`src/verilog/emb_pkg.sv`:
```
// package: constants, types and carriers for the external memory/io bus
package emb_pkg;
  localparam int unsigned DATA_W = 16;
  localparam int unsigned ADDR_W = 16;

  typedef enum logic [1:0] {
    EMB_SPACE_PROG = 2'h0,
    EMB_SPACE_DATA = 2'h1,
    EMB_SPACE_IO   = 2'h2
  } emb_space_e;

  typedef enum logic [1:0] {
    EMB_ST_IDLE   = 2'h0,
    EMB_ST_STROBE = 2'h1,
    EMB_ST_DONE   = 2'h3
  } emb_state_e;

  // core-side request
  typedef struct packed {
    logic              valid;
    logic              write;
    logic              internal_io;
    emb_space_e        space;
    logic [ADDR_W-1:0] addr;
    logic [DATA_W-1:0] wdata;
  } emb_req_s;

  // core-side answer
  typedef struct packed {
    logic              busy;
    logic              done;
    logic [DATA_W-1:0] rdata;
  } emb_rsp_s;

  // pin-side outputs; *_oe_n low means the pin is driven
  typedef struct packed {
    logic [ADDR_W-1:0] addr;
    logic [DATA_W-1:0] data_out;
    logic              data_oe_n;
    logic              ctrl_oe_n;
    logic              program_space_select_n;
    logic              data_space_select_n;
    logic              io_space_select_n;
    logic              read_write_dir;
    logic              bus_cycle_strobe_n;
    logic              read_strobe_n;
    logic              write_strobe_n;
  } emb_pins_s;

  localparam logic [DATA_W-1:0] RESET_DATA = 16'h0000;
  localparam logic [ADDR_W-1:0] RESET_ADDR = 16'h0000;
  localparam int unsigned SYNC_STAGES = 2;
endpackage : emb_pkg

```
`src/verilog/emb_bus.sv`:
```
// external memory and io bus interface: one strobed cycle per external request
// How it works
// - 16-bit two-way data bus to program, data or io space.
// - data bus released unless driving write data, and during reset.
// - output float puts data, address and all controls in high impedance.
// - 16-bit address bus drives the external address.
// - program select low only during an external program access.
// - data select low only during an external data access.
// - io select low during any io-space access, external or internal io register.
// - ready low stretches the cycle; ready is sampled again next cycle.
// - direction line high for read, low only during a write.
// - bus cycle strobe low marks each external bus cycle.
// - read strobe low during every external read.
// - internal io register accesses still show io select, direction, data.
// - write strobe low on external writes; data valid at its rising edge.
`timescale 1ns/1ps
`default_nettype none
module emb_bus (
  input  wire logic                       clk,
  input  wire logic                       rst_n,
  input  wire emb_pkg::emb_req_s          req,
  output emb_pkg::emb_rsp_s               rsp,
  input  wire logic [emb_pkg::DATA_W-1:0] data_in,
  input  wire logic                       ready,
  input  wire logic                       test_reset,
  input  wire logic                       emulator_pin0,
  input  wire logic                       emulator_float_pin,
  output emb_pkg::emb_pins_s              pins
);
  typedef struct packed {
    emb_pkg::emb_state_e               state;
    emb_pkg::emb_req_s                 cur;
    emb_pkg::emb_rsp_s                 rsp;
    emb_pkg::emb_pins_s                pins;
  } emb_state_s;

  emb_state_s st_reg;
  emb_state_s st_next;
  logic       ready_sync;
  logic       float_all;
  logic [emb_pkg::DATA_W-1:0] data_sync;

  emb_sync #(.WIDTH(1)) u_ready_sync (
    .clk   (clk),
    .rst_n (rst_n),
    .d     (ready),
    .q     (ready_sync)
  );

  // read data is stable while the strobe is low, so a plain two-flop path is enough
  emb_sync #(.WIDTH(emb_pkg::DATA_W)) u_data_sync (
    .clk   (clk),
    .rst_n (rst_n),
    .d     (data_in),
    .q     (data_sync)
  );

  emb_float_ctl u_float (
    .clk                (clk),
    .rst_n              (rst_n),
    .test_reset         (test_reset),
    .emulator_pin0      (emulator_pin0),
    .emulator_float_pin (emulator_float_pin),
    .float_all          (float_all)
  );

  // one-hot select decode, used only for the select pins
  function automatic logic [2:0] space_sel_n(input emb_pkg::emb_space_e sp,
                                             input logic on, input logic intio);
    logic [2:0] s;
    s = 3'h7;
    if (on) begin
      case (sp)
        emb_pkg::EMB_SPACE_PROG: s = intio ? 3'h7 : 3'h6;
        emb_pkg::EMB_SPACE_DATA: s = intio ? 3'h7 : 3'h5;
        emb_pkg::EMB_SPACE_IO:   s = 3'h3;
        default:                 s = 3'h7;
      endcase
    end
    return s;
  endfunction : space_sel_n

  logic [2:0] sel_n;

  always_comb begin
    st_next          = st_reg;
    st_next.rsp.done = 1'b0;
    sel_n            = 3'h7;
    case (st_reg.state)
      emb_pkg::EMB_ST_IDLE: begin
        if (req.valid) begin
          st_next.cur      = req;
          st_next.state    = emb_pkg::EMB_ST_STROBE;
          st_next.rsp.busy = 1'b1;
          sel_n = space_sel_n(req.space, 1'b1, req.internal_io);
          st_next.pins.addr                   = req.addr;
          st_next.pins.program_space_select_n = sel_n[0];
          st_next.pins.data_space_select_n    = sel_n[1];
          st_next.pins.io_space_select_n      = sel_n[2];
          st_next.pins.read_write_dir         = !req.write;
          // internal io register accesses show only select, address, direction and data
          st_next.pins.bus_cycle_strobe_n     = req.internal_io;
          st_next.pins.read_strobe_n          = req.write || req.internal_io;
          st_next.pins.write_strobe_n         = !req.write || req.internal_io;
          st_next.pins.data_out               = req.wdata;
          st_next.pins.data_oe_n              = !req.write;
        end
      end
      emb_pkg::EMB_ST_STROBE: begin
        // ready low holds every pin except ctrl_oe_n as is for one more cycle
        if (ready_sync || st_reg.cur.internal_io) begin
          st_next.state                   = emb_pkg::EMB_ST_DONE;
          st_next.rsp.rdata               = data_sync;
          st_next.pins.bus_cycle_strobe_n = 1'b1;
          st_next.pins.read_strobe_n      = 1'b1;
          st_next.pins.write_strobe_n     = 1'b1;
        end
      end
      emb_pkg::EMB_ST_DONE: begin
        // data held one cycle past write strobe rise so it is valid at the edge
        st_next.state                       = emb_pkg::EMB_ST_IDLE;
        st_next.rsp.busy                    = 1'b0;
        st_next.rsp.done                    = 1'b1;
        st_next.pins.program_space_select_n = 1'b1;
        st_next.pins.data_space_select_n    = 1'b1;
        st_next.pins.io_space_select_n      = 1'b1;
        st_next.pins.read_write_dir         = 1'b1;
        st_next.pins.data_oe_n              = 1'b1;
      end
      default: begin
        st_next.state = emb_pkg::EMB_ST_IDLE;
      end
    endcase
    st_next.pins.ctrl_oe_n = float_all;
  end

  always_ff @(posedge clk or negedge rst_n) begin
    if (!rst_n) begin
      st_reg                             <= '0;
      st_reg.state                       <= emb_pkg::EMB_ST_IDLE;
      st_reg.pins.addr                   <= emb_pkg::RESET_ADDR;
      st_reg.pins.data_out               <= emb_pkg::RESET_DATA;
      st_reg.pins.data_oe_n              <= 1'b1;
      st_reg.pins.ctrl_oe_n              <= 1'b0;
      st_reg.pins.program_space_select_n <= 1'b1;
      st_reg.pins.data_space_select_n    <= 1'b1;
      st_reg.pins.io_space_select_n      <= 1'b1;
      st_reg.pins.read_write_dir         <= 1'b1;
      st_reg.pins.bus_cycle_strobe_n     <= 1'b1;
      st_reg.pins.read_strobe_n          <= 1'b1;
      st_reg.pins.write_strobe_n         <= 1'b1;
    end else begin
      st_reg <= st_next;
    end
  end

  // data oe is not forced off while floating; pins come straight from the flops
  always_comb begin
    pins = st_reg.pins;
  end
  assign rsp = st_reg.rsp;

  // float: data driver gated by ctrl_oe_n at the pad; external pad uses
  // data_oe_n | ctrl_oe_n, so both stay flop outputs

  AST_ONE_SELECT: assert property (@(posedge clk) disable iff (!rst_n)
    $countones({pins.program_space_select_n, pins.data_space_select_n,
                pins.io_space_select_n}) >= 2) else $error("two space selects low");

  AST_WRITE_DIR: assert property (@(posedge clk) disable iff (!rst_n)
    !pins.write_strobe_n |-> !pins.read_write_dir && !pins.data_oe_n)
    else $error("write strobe without write direction or data");

  AST_READ_NO_DRIVE: assert property (@(posedge clk) disable iff (!rst_n)
    !pins.read_strobe_n |-> pins.data_oe_n && pins.read_write_dir)
    else $error("data driven during read");

  AST_STROBE_STABLE: assert property (@(posedge clk) disable iff (!rst_n)
    !pins.bus_cycle_strobe_n && $past(!pins.bus_cycle_strobe_n) |->
      $stable(pins.addr) && $stable(pins.read_write_dir) &&
      $stable({pins.program_space_select_n, pins.data_space_select_n,
               pins.io_space_select_n}))
    else $error("address or select moved in strobe");

  AST_WAIT_READY: assert property (@(posedge clk) disable iff (!rst_n)
    st_reg.state == emb_pkg::EMB_ST_STROBE && !ready_sync && !st_reg.cur.internal_io
      |=> st_reg.state == emb_pkg::EMB_ST_STROBE)
    else $error("cycle ended with ready low");

  AST_READY_END: assert property (@(posedge clk) disable iff (!rst_n)
    st_reg.state == emb_pkg::EMB_ST_STROBE && ready_sync |=> pins.bus_cycle_strobe_n
      ##1 rsp.done)
    else $error("ready high did not end the cycle");

  AST_DATA_AFTER_WE: assert property (@(posedge clk) disable iff (!rst_n)
    $rose(pins.write_strobe_n) |-> !pins.data_oe_n && $stable(pins.data_out))
    else $error("write data not valid at write strobe rise");

  AST_FLOAT: assert property (@(posedge clk) disable iff (!rst_n)
    float_all |=> pins.ctrl_oe_n)
    else $error("float not applied");

  AST_IO_SELECT: assert property (@(posedge clk) disable iff (!rst_n)
    !pins.io_space_select_n |-> st_reg.cur.space == emb_pkg::EMB_SPACE_IO)
    else $error("io select outside io access");
endmodule : emb_bus
`default_nettype wire

```
`src/verilog/emb_sync.sv`:
```
// two-flop synchroniser for pin inputs
`timescale 1ns/1ps
`default_nettype none
module emb_sync #(
  parameter int unsigned WIDTH = 1
) (
  input  wire logic             clk,
  input  wire logic             rst_n,
  input  wire logic [WIDTH-1:0] d,
  output logic      [WIDTH-1:0] q
);
  typedef struct packed {
    logic [WIDTH-1:0] s1;
    logic [WIDTH-1:0] s2;
  } emb_sync_s;

  emb_sync_s st_reg;
  emb_sync_s st_next;

  // first stage feeds only the second
  always_comb begin
    st_next    = st_reg;
    st_next.s1 = d;
    st_next.s2 = st_reg.s1;
  end

  always_ff @(posedge clk or negedge rst_n) begin
    if (!rst_n) begin
      st_reg <= '0;
    end else begin
      st_reg <= st_next;
    end
  end

  assign q = st_reg.s2;
endmodule : emb_sync
`default_nettype wire

```
`src/verilog/emb_float_ctl.sv`:
```
// decodes the output-float condition from the test pins
`timescale 1ns/1ps
`default_nettype none
module emb_float_ctl (
  input  wire logic clk,
  input  wire logic rst_n,
  input  wire logic test_reset,
  input  wire logic emulator_pin0,
  input  wire logic emulator_float_pin,
  output logic      float_all
);
  logic [2:0] pins_sync;
  logic       float_reg;
  logic       float_next;

  emb_sync #(.WIDTH(3)) u_sync (
    .clk   (clk),
    .rst_n (rst_n),
    .d     ({test_reset, emulator_pin0, emulator_float_pin}),
    .q     (pins_sync)
  );

  // float only for test reset low, pin0 high, float pin low
  always_comb begin
    float_next = !pins_sync[2] && pins_sync[1] && !pins_sync[0];
  end

  always_ff @(posedge clk or negedge rst_n) begin
    if (!rst_n) begin
      float_reg <= 1'b0;
    end else begin
      float_reg <= float_next;
    end
  end

  assign float_all = float_reg;
endmodule : emb_float_ctl
`default_nettype wire

```
`config.mk`:
```
export PLATFORM = sky130hd
export DESIGN_NAME = emb_bus
export DESIGN_NICKNAME = d
export VERILOG_FILES = /design/src/verilog/emb_pkg.sv /design/src/verilog/emb_bus.sv /design/src/verilog/emb_sync.sv /design/src/verilog/emb_float_ctl.sv
export SDC_FILE = /design/constraint.sdc
export NUM_CORES = 1
export LEC_CHECK = 0
export ABC_AREA = 1
export CAP_MARGIN = 10
export CORE_MARGIN = 4
export CORE_UTILIZATION = 43
export CTS_BUF_LIST = sky130_fd_sc_hd__clkbuf_2 sky130_fd_sc_hd__clkbuf_4 sky130_fd_sc_hd__clkbuf_8
export DETAILED_ROUTE_END_ITERATION = 8
export DONT_BUFFER_PORTS = 1
export PLACE_DENSITY = 0.59
export SLEW_MARGIN = 20
export SYNTH_ARGS = -nofsm -noshare
export SYNTH_HDL_FRONTEND = slang
export SYNTH_SLANG_ARGS = --single-unit
```
`constraint.sdc`:
```
create_clock -name clk -period 1 [get_ports clk]
set_clock_uncertainty 0.05 [all_clocks]
set_input_delay 0.15 -clock clk [delete_from_list [all_inputs] [get_ports clk]]
set_output_delay 0.15 -clock clk [all_outputs]
set_load 0.02 [all_outputs]
```
[Word level (Yosys, flattened, before mapping)]
Cells that the tools add are included.
Widths: inputs -> output; s select.
Storage, ports and cells
  flip-flop bits (word level): 107
  input bits: 59
  word-level logic and storage cells: 63
Operators by class
  muxes and demuxes: 14
  eq/ne operators: 6
  reductions and logical operators: 17
Operators with widths (count)
  $mux 40: 1
  $pmux 3 s3: 1
  $pmux 4 s2: 1
  $reduce_and 2->1: 4
  $mux 7: 1
  $pmux 3 s2: 1
  $eq 2x1->1 const B: 2
  $eq 2x2->1 const B: 2
  $logic_not 2->1: 2
  $mux 2: 2
  $ne 2x2->1 const B: 2
  $pmux 1 s2: 2
  $pmux 2 s2: 1
  $reduce_bool 2->1: 2
  $logic_not 1->1: 3
  $logic_or 1x1->1: 3
  $mux 1: 3
  $mux 3: 1
  $reduce_and 3->1: 1
  $logic_and 1x1->1: 2

[Longest topological paths before layout]
  word-level depth: 4
  mapped depth: 7

[Hierarchy]
From an unflattened synthesis, not the netlist that was laid out.
Unflattened totals
  cells, all modules: 387
  area total of the unflattened synthesis: 4006.3 um^2
Modules (own cells, without submodules)
  emb_bus: cells each 343, times used 1, seq. area each 1535.2 um^2, area each 2966.6 um^2
  emb_sync (u_data_sync): cells each 32, times used 1, seq. area each 800.8 um^2, area each 800.8 um^2
  emb_sync (u_float.u_sync): cells each 6, times used 1, seq. area each 150.1 um^2, area each 150.1 um^2
  emb_sync (u_ready_sync): cells each 2, times used 1, seq. area each 50.0 um^2, area each 50.0 um^2
  emb_float_ctl: cells each 4, times used 1, seq. area each 25.0 um^2, area each 38.8 um^2

[Worst setup path after synthesis]
Ideal clock, no wire load.
  path type: register -> register
  from: register st_reg[96] in the netlist's numbering
  to: register st_reg[93] in the netlist's numbering
  slack: -122 ps
  arrival time: 950 ps
  period minus slack after synthesis: 1122 ps
  cell stages (with the launch flop): 6
  data required time: 828 ps
  setup time: 122 ps
  path through: dfrtp_1 > nor2_4 > nand2_4 > buf_2 > nand2_1 > o21ai_1
On the way
  word-level cells in the longest chain between the ends: 2
Ends and longest elaborated chain
  from (decl): RTL line emb_bus.sv:37  | emb_state_s st_reg;
  from (signal assigned): RTL line emb_bus.sv:153  | st_reg <= st_next;
  $logic_not 2->1: RTL line emb_bus.sv:89  | case (st_reg.state)
  $reduce_and 2->1 (no line)
No other way between the ends.
A chain may end at the register's enable or synchronous reset.

[Worst setup path in the final report]
  from: register st_reg[96] in the netlist's numbering
  to: register, netlist name pins[17]
On the way
  word-level cells in the longest chain between the ends: 2
Ends and longest elaborated chain (RTL line)
  $logic_not 2->1: emb_bus.sv:89
  $reduce_and 2->1 (no line)
No other way between the ends.

==> key figures <==
Status
  – Status: complete, but fails checks
  – Failing checks: negative hold slack, negative setup slack

Run
  – Max-cap viol count: 0

CTS
  – Post-CTS Hold Buffers: 54
  – Clock transition at path regs: 0.11 ns
  – Worst skew pair latency: 0.36 ns
  – CTS tree: done
  – Longest Clk Path Bufs: 2
  – Inserted Clock Buffers: 9
  – Clk sinks: 102
  – CTS root buf: clkbuf_8
  – H-tree depth: 3

Timing
  – Slew margin rel.: 0.873
  – Max-slew violation count: 0
  – Fin worst setup slack: -0.368 ns
  – Final Critical Period: 1.37 ns
  – Measured slew at the worst slew-check pin: 0.191 ns
  – Fin Hold WS: -0.581 ns
  – Achievable Freq: 731 MHz
  – RSZ-0062 raised after global routing: true
  – Final period utilization: 1.37
  – # setup viols final: 118
  – Final Hold Viols: 138

Layout
  – Register area: 2620 sq um
  – Area growth, synth to finish: 33.5%
  – Antenna cell count: 0
  – Fillers: 678
  – Share of cells above drive strength 1: 0.458
  – Max reg flops: 40
  – Multi-input gate area: 1190 sq um
  – Top reg by flops: pins
  – Core Util, Final: 0.599
  – Nets: 476

Global route
  – Number of global-route vias before repair: 2721
  – Initial antenna violation count: 0
  – Grt ovf: 0
  – Largest net degree at the start of global routing: 103
  – First-pass GRT wire length: 14600 um
  – Global Route Usage Sum: 0.171

Setup path
  – Arrival time of data at the critical path endpoint: 1.57 ns
  – Top delay family on crit path: buffers and inverters
  – Crit-path max FO: 7
  – CP Class: register to register
  – Cell Chain, Critical Path: buf_6 > nor2_4 > buf_6 > nand2_8 > clkbuf_16 > nand2_1 > nand2_1
  – CP Buf/Inv Count: 3
  – CP Capture Type: register
  – Slowest-stage cell, CP: dfrtp_1
  – Worst EP required: 1.20 ns
  – CP max stage delay: 0.40 ns
  – Crit start category: register

Logic synthesis
  – Yosys warns: 0
  – Avg Cell Area, Syn: 10.5 sq um
  – Sequential share of the synthesized area: 0.642
  – Synth Register Bits: 102
  – Synth Net Count: 445
  – Syn Inst Count: 381
  – Netlist cell types: 22
  – Synthesized cell area: 3990 sq um

Place
  – GP Congestion: 0.661
  – DP Wirelength: 4580 um
  – Dpl ws: -0.206 ns
  – PortBufs: 0

Pwr
  – Peak VDD IR: 0.00167 V
  – Pwr Total: 17.0 mW
  – LEAKAGE: 2.48 nW
  – Power Density: 3200 nW/um^2

Floorplan
  – Core area: 8890 sq um
  – Die Span Y: 104 um
  – I/O Pins: 118
  – Num rows: 34
  – Initial Util: 0.448
  – Die Width: 104 um
  – Die Footprint: 10900 sq um

Routing
  – Vias: 2605
  – Vias per std cell: 4.96
  – DRT iter0 DRCs: 89
  – DR pass1 iterations: 6
  – Wire per inst: 17.6 um
  – DRT antenna net count: 0
  – Routed wire length: 9230 um
  – Post-route DRC violation count: 0

Worst hold path
  – Min-delay worst type: primary input to async pin
worst register-to-register path: cells and delay by family, from the launching register on:
family / cells / cell delay [ns]
buffers and inverters: 3 / 0.46
DFF: 1 / 0.40
and+or+nand+nor: 4 / 0.37
power by group:
part | total (mW) | internal (mW) | switching [mW] | leakage [nW]
Combinational | 6.47 | 3.37 | 3.10 | 1.22
Sequential | 8.09 | 5.70 | 2.39 | 1.16
Clock | 2.47 | 0.968 | 1.50 | 0.0984
Total | 17.0 | 10.0 | 6.99 | 2.48
area by class of cell:
class                      instances  share of cell area
sequential                       102               0.493
multi-input combinational        196               0.224
timing repair buffer              90               0.207
tap                              108              0.0254
clock buffer                       9              0.0233
clock inverter                     7              0.0118
inverter                          11              0.0113
timing repair inverter             2             0.00423
final timing paths:
kind / start / end / slack [ns] / depth (start not counted)
setup / recovery: st_reg[96]$_DFFE_PN0P_ / pins[17]$_DFFE_PN0P_ / -0.37 / 7
hold / removal: rst_n / pins[7]$_DFF_PN0_ / -0.58 / 0
setup reg to reg: st_reg[96]$_DFFE_PN0P_ / pins[17]$_DFFE_PN0P_ / -0.37 / 7
hold reg to reg: u_ready_sync.st_next[0]$_DFF_PN0_ / u_ready_sync.q$_DFF_PN0_ / 0.30 / 0
max in group asynchronous: rst_n / pins[6]$_DFFE_PN1P_ / 1.26 / 0
min in group clk: req[36] / pins[35]$_DFFE_PN0P_ / -0.15 / 2
cell usage in the layout, fill, tap and decap left out, types with 2 or more instances in the layout:
cell           count
nand2_4           11
clkbuf_16          2
nand2_2           42
dlygate4sd3_1     54
nand3_2           17
nand2_8            3
dfrtp_2           50
buf_4             11
ha_1               5
buf_6              8
nand2_1           84
dfstp_2            7
nand3_1           24
buf_12             9
inv_6              3
nor2_1             2
inv_1              8
nor2_4             2
buf_16             4
inv_8              4
dfrtp_1           45
clkbuf_8           9
synthesized netlist by cell type (all sizes together):
master | count | area [sq um]
nor2 | 4 | 25.0
clkbuf | 2 | 7.51
nand3 | 42 | 210
ha | 5 | 62.6
inv | 11 | 43.8
or2 | 1 | 6.26
nor3b | 1 | 7.51
a21oi | 1 | 5.00
dfstp | 7 | 184
dfrtp | 95 | 2380
buf | 71 | 514
nand2 | 139 | 534
o21ai | 2 | 10.0
repair_timing:
| item | 4_1_cts | 5_1_grt |
|---|---|---|
| setup buffers | 13 | 5 |
| endpoints found under the setup margin | 118 | 119 |
| endpoints found under the hold margin | 163 | 138 |
| gates cloned | 10 | 2 |
| resized for setup | 98 | 73 |
| pin swaps | 9 | 18 |
kinds of logic after synthesis:
logic type      after synthesis  synth area share
simple gates                187             0.196
flops                       102             0.642
buf+inv                      84             0.142
fa+ha+maj                     5            0.0157
compound gates                3           0.00376
per-stage QoR:
stage / cells / TNS [ns] / instance area, sq um
after floorplan: 381 / -5.00 / 4020
final: 525 / -20.50 / 5320
after detailed placement: 429 / -10.38 / 3760
after CTS: 521 / -19.16 / 5060
after global routing: 525 / -26.29 / 5320
after global placement: 429 / -9.07 / 3760
metal layers:
layer | vias up | GRT usage | part of all wire
met4 | 0 | 0.0693 | 0.024
li1 | 1191 | - | -
met2 | 113 | 0.297 | 0.53
met1 | 1280 | 0.193 | 0.38
met5 | - | 0 | 0
met3 | 21 | 0.0552 | 0.072
Note: power is estimated with default switching activity, not from simulation.
